### config.mk
export PLATFORM = sky130hd
export DESIGN_NAME = ioeps_top
export DESIGN_NICKNAME = d
export VERILOG_FILES = /design/src/design/ioeps_pkg.sv /design/src/design/ioeps_evt_if.sv /design/src/design/ioeps_incr.sv /design/src/design/ioeps_top.sv
export SDC_FILE = /design/constraint.sdc
export NUM_CORES = 1
export LEC_CHECK = 0
export ABC_AREA = 1
export CAP_MARGIN = 20
export CORE_UTILIZATION = 43
export CTS_CLUSTER_SIZE = 25
export DETAILED_ROUTE_END_ITERATION = 8
export DONT_BUFFER_PORTS = 1
export HOLD_SLACK_MARGIN = 0.12
export SETUP_SLACK_MARGIN = 0.1
export SLEW_MARGIN = 5
export SYNTH_ARGS = -nofsm -noshare
export SYNTH_HDL_FRONTEND = slang
export SYNTH_SLANG_ARGS = --single-unit
### constraint.sdc
create_clock -name clk -period 7.5 [get_ports clk]
set_input_delay 0.75 -clock clk [delete_from_list [all_inputs] [get_ports clk]]
set_output_delay 0.75 -clock clk [all_outputs]
set_load 0.02 [all_outputs]
### src/design/ioeps_pkg.sv
// Constants for the egress event-selection block of the I/O agent monitor.
// Assumes one uncore clock; used by the selector and its increment helper.
package ioeps_pkg;
   // ------------------------------------------------------------
   // Control field layout
   // ------------------------------------------------------------
   localparam int EVT_LSB = 0;
   localparam int EVT_MSB = 7;
   localparam int UMASK_LSB = 8;
   localparam int UMASK_MSB = 15;
   localparam int CTL_W = 16;
   localparam logic [7:0] UMASK_ANY = 8'h00;
   // ------------------------------------------------------------
   // Event codes
   // ------------------------------------------------------------
   localparam logic [7:0] EV_DRS_INS = 8'h02;
   localparam logic [7:0] EV_NCB_INS = 8'h03;
   localparam logic [7:0] EV_NCS_INS = 8'h04;
   localparam logic [7:0] EV_DRS_FULL = 8'h05;
   localparam logic [7:0] EV_NCB_FULL = 8'h06;
   localparam logic [7:0] EV_NCS_FULL = 8'h07;
   localparam logic [7:0] EV_DRS_OCC = 8'h08;
   localparam logic [7:0] EV_NCB_OCC = 8'h09;
   localparam logic [7:0] EV_NCS_OCC = 8'h0a;
   localparam logic [7:0] EV_ACK_INS = 8'h0b;
   localparam logic [7:0] EV_OUT_OCC = 8'h0c;
   localparam logic [7:0] EV_SW_NCB = 8'h0d;
   localparam logic [7:0] EV_SW_NCS = 8'h0e;
   localparam logic [7:0] EV_AD_STALL = 8'h1a;
   localparam logic [7:0] EV_BL_STALL = 8'h1b;
   // ------------------------------------------------------------
   // Sizes and reset values
   // ------------------------------------------------------------
   localparam int NUM_CTR = 2;
   localparam int OCC_W = 8;
   localparam int CTR_W = 48;
   localparam logic [47:0] CTR_RST = 48'h0;
endpackage

### src/design/ioeps_evt_if.sv
// Carrier of per-cycle event sources from the egress queues to the decoder.
// Assumes all sources are synchronous to the selector clock.
`timescale 1ns/100ps
interface ioeps_evt_if #(parameter int OCC_W = 8);
   logic ackIns;
   logic [2:0] blIns;
   logic [2:0] blFull;
   logic [OCC_W-1:0] blOcc [3];
   logic adStall;
   logic blStall;
   logic [1:0] swIns;
   logic [OCC_W-1:0] outOcc;
   modport src (output ackIns, blIns, blFull, blOcc, adStall, blStall, swIns, outOcc);
   modport dec (input ackIns, blIns, blFull, blOcc, adStall, blStall, swIns, outOcc);
endinterface

### src/design/ioeps_incr.sv
// Maps one event code and umask onto a per-cycle increment amount.
// Assumes registered event sources arriving over the carrier interface.
`timescale 1ns/100ps
module ioeps_incr
   import ioeps_pkg::*;
#(
   parameter int OCC_W = 8
) (
   // Event sources
   ioeps_evt_if.dec evt,
   // Selection
   input wire logic [7:0] evtCode,
   input wire logic [7:0] umask,
   // Result
   output logic [OCC_W-1:0] incr
);
   // ------------------------------------------------------------
   // Decode
   // ------------------------------------------------------------
   function automatic logic [OCC_W-1:0] bit1(input logic b);
      bit1 = {{(OCC_W-1){1'b0}}, b};
   endfunction

   logic umaskOk;
   // No qualifier defined for these events; zero umask or any bit set passes
   assign umaskOk = (umask == UMASK_ANY) || (|umask);

   // Select the matching increment; unknown codes add nothing
   always_comb begin
      incr = '0;
      case (evtCode)
         EV_ACK_INS: incr = bit1(evt.ackIns);
         EV_DRS_FULL: incr = bit1(evt.blFull[0]);
         EV_NCB_FULL: incr = bit1(evt.blFull[1]);
         EV_NCS_FULL: incr = bit1(evt.blFull[2]);
         EV_DRS_INS: incr = bit1(evt.blIns[0]);
         EV_NCB_INS: incr = bit1(evt.blIns[1]);
         EV_NCS_INS: incr = bit1(evt.blIns[2]);
         EV_DRS_OCC: incr = evt.blOcc[0];
         EV_NCB_OCC: incr = evt.blOcc[1];
         EV_NCS_OCC: incr = evt.blOcc[2];
         EV_AD_STALL: incr = bit1(evt.adStall);
         EV_BL_STALL: incr = bit1(evt.blStall);
         EV_SW_NCB: incr = bit1(evt.swIns[0]);
         EV_SW_NCS: incr = bit1(evt.swIns[1]);
         EV_OUT_OCC: incr = evt.outOcc;
         default: incr = '0;
      endcase
      if (!umaskOk) begin
         incr = '0;
      end
   end
endmodule

### src/design/ioeps_top.sv
// Event selection and counting for counters 0 and 1 of the I/O agent monitor.
// Assumes event sources on the same clock; controls come from monitor logic.
`timescale 1ns/100ps
// Contract
// - Code 0x0b counts each acknowledge egress queue allocation.
// - Codes 0x05-0x07 count full cycles of coherent, bypass, standard data queues.
// - Codes 0x02-0x04 count inserts into coherent, bypass, standard data queues.
// - Codes 0x08-0x0a add occupancy of coherent, bypass, standard data queues.
// - Code 0x1a counts request stalls for lack of address egress credit.
// - Code 0x1b counts data stalls for lack of data egress credit.
// - Codes 0x0d, 0x0e count bypass and standard requests issued to switch.
// - Code 0x0c adds outstanding outbound request count every cycle.
// - Control carries umask in bits 15:8 beside the event code.
module ioeps_top
   import ioeps_pkg::*;
#(
   parameter int OCC_W_P = OCC_W,
   parameter int CTR_W_P = CTR_W
) (
   // Clock and reset
   input wire logic clk,
   input wire logic reset_n,
   // Counter controls, one per counter
   input wire logic [CTL_W-1:0] ctl0,
   input wire logic [CTL_W-1:0] ctl1,
   input wire logic ctrClear,
   // Event sources
   input wire logic ackIns,
   input wire logic [2:0] blIns,
   input wire logic [2:0] blFull,
   input wire logic [OCC_W_P-1:0] drsOcc,
   input wire logic [OCC_W_P-1:0] ncbOcc,
   input wire logic [OCC_W_P-1:0] ncsOcc,
   input wire logic adStall,
   input wire logic blStall,
   input wire logic [1:0] swIns,
   input wire logic [OCC_W_P-1:0] outOcc,
   // Counter values
   output logic [CTR_W_P-1:0] count0_q,
   output logic [CTR_W_P-1:0] count1_q
);
   // ------------------------------------------------------------
   // Pipeline timing
   // ------------------------------------------------------------
   // Edge N samples each source into the capture stage
   // Edge N+1 adds the captured value into the selected counter
   // So a count trails its event by two edges, never more
   // Controls act on the edge they are seen; they are levels from monitor logic
   // Clear and reset beat any increment landing in the same cycle
   // The extra stage costs a cycle of latency but eases the long route
   // Umask reaches the helper but qualifies nothing for these events

   // ------------------------------------------------------------
   // Decode helpers
   // ------------------------------------------------------------
   // Event code field of one counter control
   function automatic logic [7:0] ctlCode(input logic [CTL_W-1:0] c);
      ctlCode = c[EVT_MSB:EVT_LSB];
   endfunction

   // Qualifier field of one counter control
   function automatic logic [7:0] ctlUmask(input logic [CTL_W-1:0] c);
      ctlUmask = c[UMASK_MSB:UMASK_LSB];
   endfunction

   // True for the codes routed here; both counters share this decode
   function automatic logic evtKnown(input logic [7:0] code);
      case (code)
         EV_ACK_INS: evtKnown = 1'b1;
         EV_DRS_FULL: evtKnown = 1'b1;
         EV_NCB_FULL: evtKnown = 1'b1;
         EV_NCS_FULL: evtKnown = 1'b1;
         EV_DRS_INS: evtKnown = 1'b1;
         EV_NCB_INS: evtKnown = 1'b1;
         EV_NCS_INS: evtKnown = 1'b1;
         EV_DRS_OCC: evtKnown = 1'b1;
         EV_NCB_OCC: evtKnown = 1'b1;
         EV_NCS_OCC: evtKnown = 1'b1;
         EV_AD_STALL: evtKnown = 1'b1;
         EV_BL_STALL: evtKnown = 1'b1;
         EV_SW_NCB: evtKnown = 1'b1;
         EV_SW_NCS: evtKnown = 1'b1;
         EV_OUT_OCC: evtKnown = 1'b1;
         default: evtKnown = 1'b0;
      endcase
   endfunction

   // ------------------------------------------------------------
   // Source capture
   // ------------------------------------------------------------
   ioeps_evt_if #(.OCC_W(OCC_W_P)) evtBus ();

   // Acknowledge allocation strobe
   always_ff @(posedge clk) begin
      if (!reset_n) begin
         evtBus.ackIns <= 1'b0;
      end else begin
         evtBus.ackIns <= ackIns;
      end
   end

   // Data-block insert strobes, coherent response in bit 0
   always_ff @(posedge clk) begin
      if (!reset_n) begin
         evtBus.blIns <= '0;
      end else begin
         evtBus.blIns <= blIns;
      end
   end

   // Data-block full flags, same bit order
   always_ff @(posedge clk) begin
      if (!reset_n) begin
         evtBus.blFull <= '0;
      end else begin
         evtBus.blFull <= blFull;
      end
   end

   // Data-block occupancies, reset to empty queues
   always_ff @(posedge clk) begin
      if (!reset_n) begin
         evtBus.blOcc[0] <= '0;
         evtBus.blOcc[1] <= '0;
         evtBus.blOcc[2] <= '0;
      end else begin
         evtBus.blOcc[0] <= drsOcc;
         evtBus.blOcc[1] <= ncbOcc;
         evtBus.blOcc[2] <= ncsOcc;
      end
   end

   // Address-channel credit stall toward the ring agent
   always_ff @(posedge clk) begin
      if (!reset_n) begin
         evtBus.adStall <= 1'b0;
      end else begin
         evtBus.adStall <= adStall;
      end
   end

   // Data-block credit stall toward the ring agent
   always_ff @(posedge clk) begin
      if (!reset_n) begin
         evtBus.blStall <= 1'b0;
      end else begin
         evtBus.blStall <= blStall;
      end
   end

   // Switch request strobes, bypass class in bit 0
   always_ff @(posedge clk) begin
      if (!reset_n) begin
         evtBus.swIns <= '0;
      end else begin
         evtBus.swIns <= swIns;
      end
   end

   // Outstanding outbound requests to the switch
   always_ff @(posedge clk) begin
      if (!reset_n) begin
         evtBus.outOcc <= '0;
      end else begin
         evtBus.outOcc <= outOcc;
      end
   end

   // ------------------------------------------------------------
   // Per-counter selection and accumulation
   // ------------------------------------------------------------
   // Only counters 0 and 1 exist here, so these events cannot land elsewhere
   logic [CTL_W-1:0] ctl [NUM_CTR];
   logic [CTR_W_P-1:0] cnt_q [NUM_CTR];

   // Controls gathered into an array so one loop serves both counters
   assign ctl[0] = ctl0;
   assign ctl[1] = ctl1;

   genvar g;
   generate
      for (g = 0; g < NUM_CTR; g++) begin : gCtr
         logic [7:0] code;
         logic [7:0] qual;
         logic known;
         logic [OCC_W_P-1:0] inc;
         logic [CTR_W_P-1:0] cnt_d;

         // Split this counter's control into its two fields
         assign code = ctlCode(ctl[g]);
         assign qual = ctlUmask(ctl[g]);
         assign known = evtKnown(code);

         // Route the selected source onto one increment
         ioeps_incr #(.OCC_W(OCC_W_P)) uIncr (
            .evt(evtBus.dec),
            .evtCode(code),
            .umask(qual),
            .incr(inc)
         );

         // Unknown codes hold here as well, whatever the helper returns
         // Wraps silently at the counter width
         assign cnt_d = known ? CTR_W_P'(cnt_q[g] + CTR_W_P'(inc)) : cnt_q[g];

         // Clear and reset share the zero value and beat counting
         always_ff @(posedge clk) begin
            if (!reset_n || ctrClear) begin
               cnt_q[g] <= CTR_W_P'(CTR_RST);
            end else begin
               cnt_q[g] <= cnt_d;
            end
         end
      end
   endgenerate

   // ------------------------------------------------------------
   // Outputs
   // ------------------------------------------------------------
   // Counters are flops already, so no extra output stage
   assign count0_q = cnt_q[0];
   assign count1_q = cnt_q[1];
endmodule

== Yosys cells after proc, flatten, opt, wreduce, memory -nomap -nowiden ==
Memory sizes are Yosys's and may differ from the RTL's.
Cells that the tools add are included.

* Reductions and logical operators: 10
* Eq/ne operators: 30
* Bitwise operators: 2
* Add/sub/neg operators: 2
* Muxes and demuxes: 13

{| class="wikitable"
|+ Operators with widths
! kind !! number
|-
| $pmux W8 S15 || 2
|-
| $mux W48 || 4
|-
| $eq A8 B4 Y1 const B || 14
|-
| $add A48 B8 Y48 || 2
|-
| $eq A8 B3 Y1 const B || 8
|-
| $eq A8 B2 Y1 const B || 4
|-
| $eq A8 B5 Y1 const B || 4
|-
| $logic_not A8 Y1 || 2
|-
| $mux W8 || 2
|-
| $reduce_or A8 Y1 || 2
|-
| $logic_not A3 Y1 || 2
|-
| $mux W1 || 5
|-
| $logic_or A1 B1 Y1 || 3
|-
| $or A1 B1 Y1 || 2
|-
| $logic_not A1 Y1 || 1
|}

* Memories kept: 3
* Input port bits: 78
* Logic and storage cells: 70
* ROM bits: 64
* Bits in registers: 43
* Output and inout bits: 96
* Memory bits (writable): 96

{| class="wikitable"
|+ Memories
! memory !! depth !! bits a word !! rd ports !! clocked after Yosys merged registers in !! wr ports !! RTL line !! text
|-
| cnt_q || 2 || 48 || 2 || 0 || 2 || ioeps_top.sv:174 || <nowiki>logic [CTR_W_P-1:0] cnt_q [NUM_CTR];</nowiki>
|-
| (name not given) || 32 || 1 || 1 || 0 || 0 || ioeps_top.sv:68 || <nowiki>case (code)</nowiki>
|-
| (name not given) || 32 || 1 || 1 || 0 || 0 || ioeps_top.sv:68 ||
|}

== Logic depth before layout (Yosys ltp) ==
* Word-level depth: 6
* Mapped depth: 21
* Gate-level depth less buffers: 21

== By module ==
A second synthesis with hierarchy kept.

* Cell total of the unflattened synthesis: 1428
* Area total of the unflattened synthesis: 8585.7 µm²

{| class="wikitable"
|+ Modules (own cells, without submodules)
! module !! cells each !! seq. area each (µm²) !! times used !! area an instance (µm²)
|-
| ioeps_top || 1210 || 2782.7 || 1 || 7597.3
|-
| ioeps_incr || 109 || 0.0 || 2 || 494.2
|}

== Least setup slack after synthesis ==
Ideal clock, no wire load.

* Kind: input to register
* Start point: in ctl0[5]
* End point: mem cnt_q[0][24] (netlist name)
* Cell stages on the path: 20
* Path buffers: 1
* Library setup time: 116 ps
* Slack: 4420 ps
* Required time: 7384 ps
* Arrival time: 2964 ps
* Cells stage by stage: nor2_1 and2_1 buf_2 nand3_1 nor2_1 nand2_1 nand2_1 nor2_1 nand4_1 ha_1 fa_1 nand3_1 nand3_1 nand2_1 nand2_1 nand2_1 nor2_1 nand2_1 o21ai_0 nor2_1

{| class="wikitable"
|+ RTL lines
! what !! RTL line !! text
|-
| from (decl) || ioeps_top.sv:24 || <nowiki>input wire logic [CTL_W-1:0] ctl0,</nowiki>
|-
| to (decl) || ioeps_top.sv:174 ||
|}

==> summary.txt <==
Run status
  • Status: completed

Pwr
  • Psw: 0.0004236 W
  • Clock power share: about half
  • Comb pwr share: about 3.2%
  • Maximum VDD drop: 0.1460 mV
  • Sw Ratio: about 26%
  • Leak pwr: 3.966 nW
  • P per Cell Area: 180.1 nW/um^2
  • P_int: 0.001237 W
  • Sequential share of power: a little under half

Timing
  • Unrepaired setup endpoints after global routing: no
  • Slew Viols, Final: 0
  • Setup tns final: 0 ns
  • Fin crit share: between 40% and 50%
  • Worst Tran Pin Value: about 0.95 ns
  • Post-layout minimum cycle time: 3.436 ns
  • Max Clk Rate: 291.1 MHz
  • Layout Skew: 0.009063 ns
  • Final hold violation count: 0
  • Setup violations, final: 0
  • Rel. slew slack: 36.52%

Place
  • Placed cell area: ~8600 um^2
  • Port-buffer cells: 0
  • DP Cell Count: 1632
  • GP Congestion: roughly 0.96
  • DPL Wire Length: approximately 18000 um

GRT
  • GRT Residual Overflow: 0
  • Total track usage: between 20% and 30%
  • Largest net degree at the start of global routing: between 70 and 80
  • Vias in the first global route: approximately 7700
  • Initial antenna violation count: 0
  • First-pass GRT wire length: just under 40000 um

Synthesis
  • Synth Area per Inst: a little over 6 um^2
  • Top cells by area, synth: dfxtp_1 (33%), nand2_1 (19%), nor2_1 (10%)
  • Netlist cell types: slightly above 40
  • Async set-reset flop share out of synthesis: 0%
  • Post-synth top area cell: dfxtp_1
  • Syn Nets: around 1500
  • Yosys warns: 0
  • Sequential area share after synthesis: 32.96%
  • EDFF count, synth: 0
  • Post-Syn Area: between 8000 and 9000 um^2
  • Synth Register Bits: between 100 and 150
  • Yosys top cell area share: about a third
  • Most used DFF post-synth: dfxtp_1
  • Synth Instances: between 1000 and 1500

Finish
  • Final Instance Count excl. Fillers: roughly 1700
  • Most common cell after layout, fill and taps aside: nand2_1
  • Nets: approximately 1500
  • Commonest non-fill, non-tap cells in the layout: nand2_1 (434), nor2_1 (231), inv_1 (208), dfxtp_1 (139), nand3_1 (92)
  • Share of layout cells above drive strength 1: approximately 4.4%
  • Area Growth Syn to Fin: 9.234%
  • # diodes: 0
  • Post-Layout Inst Area: 9221 um^2
  • Layout Utilization: between 40% and 50%

Clock tree
  • Root buf cell: clkbuf_16
  • Clock slew at reported path FFs: ~0.07 ns
  • Post-CTS setup buffers: 0
  • CTS tree: built
  • CTS max path bufs: 2
  • Sinks on Clock Net: 139
  • H-tree level count: 4
  • Num CTS Buffers: 17
  • Hold_buf cts: 0
  • Worst-Skew Late Latency: 0.43 ns
  • CTS resizes: 0

Job
  • Max-cap violations: 0

Setup path
  • Worst Path Max Fanout: 9
  • Most frequent CP cell: nand2_1
  • Worst setup EP type: flop
  • CP max stage delay: 0.58 ns
  • CP cell instances: inv_1 > nand2_1 > nor2_4 > nand2_1 > nor2_1 > nand2_1 > o2111ai_1 > nor2_1 > nand2_1 > ha_1 > fa_1 > nand3_1 > nand3_1 > nand2_1 > nand2_1 > nand2_2 > nor2_2 > nand2_1 > o21ai_0 > nor2_1
  • Worst Setup Start Kind: input port
  • Setup CP Type: input port to flop
  • Critical-path top delay cell: nor2_1
  • CP required: 7.83 ns
  • Critical path arrival: about 3.8 ns

Floorplanning
  • Die H: 142.1 um
  • Rows: 50
  • Chip Width: 142.1 um
  • Core Area: around 19000 um^2
  • Die ar.: ~20000 um^2
  • Number of I/O pins: approximately 170
  • Initial Util: between 40% and 50%

Route
  • Initial drt markers: around 530
  • DRT met1 WL: roughly 11000 um
  • Met3 WL post-DR: about 1800 um
  • Drt pass-1 iters: 5
  • Final WL: approximately 24000 um
  • Via density: a little over 5
  • Routed Antenna Nets: 0
  • DR vias: 8381
  • Remaining DRCs: 0
  • Routed met2 length: approximately 11000 um
  • Top Metal Used: met4
  • Avg WL per Cell: between 10 and 15 um

Hold path
  • HP Class: input port to flop
power groups by stage:
| stage | registers (W) | clock network, W | logic [W] |
|---|---|---|---|
| after floorplan | 0.000775 | 0 | 0.0000453 |
| after global placement | 0.000778 | 0 | 0.0000527 |
| after detailed placement | 0.000778 | 0 | 0.0000530 |
| after CTS | 0.000761 | 0.000859 | 0.0000533 |
| after global routing | 0.000762 | 0.000889 | 0.0000615 |
| final | 0.000761 | 0.000846 | 0.0000529 |
sequential cells by signal, indices dropped and copies added, names as in the netlist:
signal,flops
evtBus.blIns,3
evtBus.blFull,3
evtBus.blStall,1
evtBus.blOcc,24
evtBus.outOcc,8
evtBus.adStall,1
cnt_q,96
evtBus.ackIns,1
evtBus.swIns,2
cell type report:
cell class,count,area [um^2]
Sequential cell,139,2783
Multi-Input combinational cell,1016,4711
Clock inverter,15,155.1
Timing Repair Buffer,2,15.01
Fill cell,2017,9734
Inverter,215,807.0
Tap cell,260,325.3
Clock buffer,17,425.4
worst paths after layout:
check | start | endpoint | slack [ns] | cells after the start
min reg2reg | cnt_q[0][10] | cnt_q[0][10] | 0.60 | 1
max | ctl1[6] | cnt_q[1][24] | 4.06 | 20
max reg2reg | evtBus.blFull[0] | cnt_q[0][18] | 4.76 | 15
min | swIns[1] | evtBus.swIns[1] | 0.41 | 2
kinds of logic after synthesis:
group | count (synthesis) | synth area share (%)
AOI/OAI and AO/OA | 119 | 7.944
adders and majority gates | 18 | 2.846
xor gates and xnor gates | 17 | 1.764
and+or+nand+nor | 861 | 43.04
buffers and inverters | 240 | 11.32
DFF | 139 | 32.96
muxes | 1 | 0.1186
synth_stat cells, types with 5 or more instances:
cell	number
xnor2_1	10
nand4_1	44
nand2_1	434
buf_2	5
ha_1	16
nor3_2	5
nand3_1	92
o21bai_1	13
inv_2	6
clkbuf_1	11
o2111ai_1	5
nor3_1	23
nor2_1	232
inv_1	208
nand2_2	5
a21oi_1	41
o21ai_0	43
o21ai_1	5
xor2_1	7
dfxtp_1	139
layer usage:
metal | GRT usage (%) | up-vias
met2 | 41.64 | 248
li1 | - | 4373
met4 | 8.772 | 0
met5 | 0 | -
met3 | 5.922 | 43
met1 | 31.18 | 3717
critical path, delay by kind of cell:
kind            cells  cell delay, ns
fa+ha+maj           2            0.51
simple gates       15            2.18
compound gates      2            0.27
buf+inv             1            0.03
metrics by stage:
step	hold WS, ns	worst slack [ns]	power (W)
5_1_grt	0.4070	3.641	0.001713
3_5_place_dp	0.5876	3.661	0.0008308
2_1_floorplan	0.5470	4.420	0.0008202
6_report	0.4149	4.064	0.001660
3_3_place_gp	0.5803	3.700	0.0008304
4_1_cts	0.4037	4.109	0.001673
Note: power is estimated with default switching activity, not from simulation.
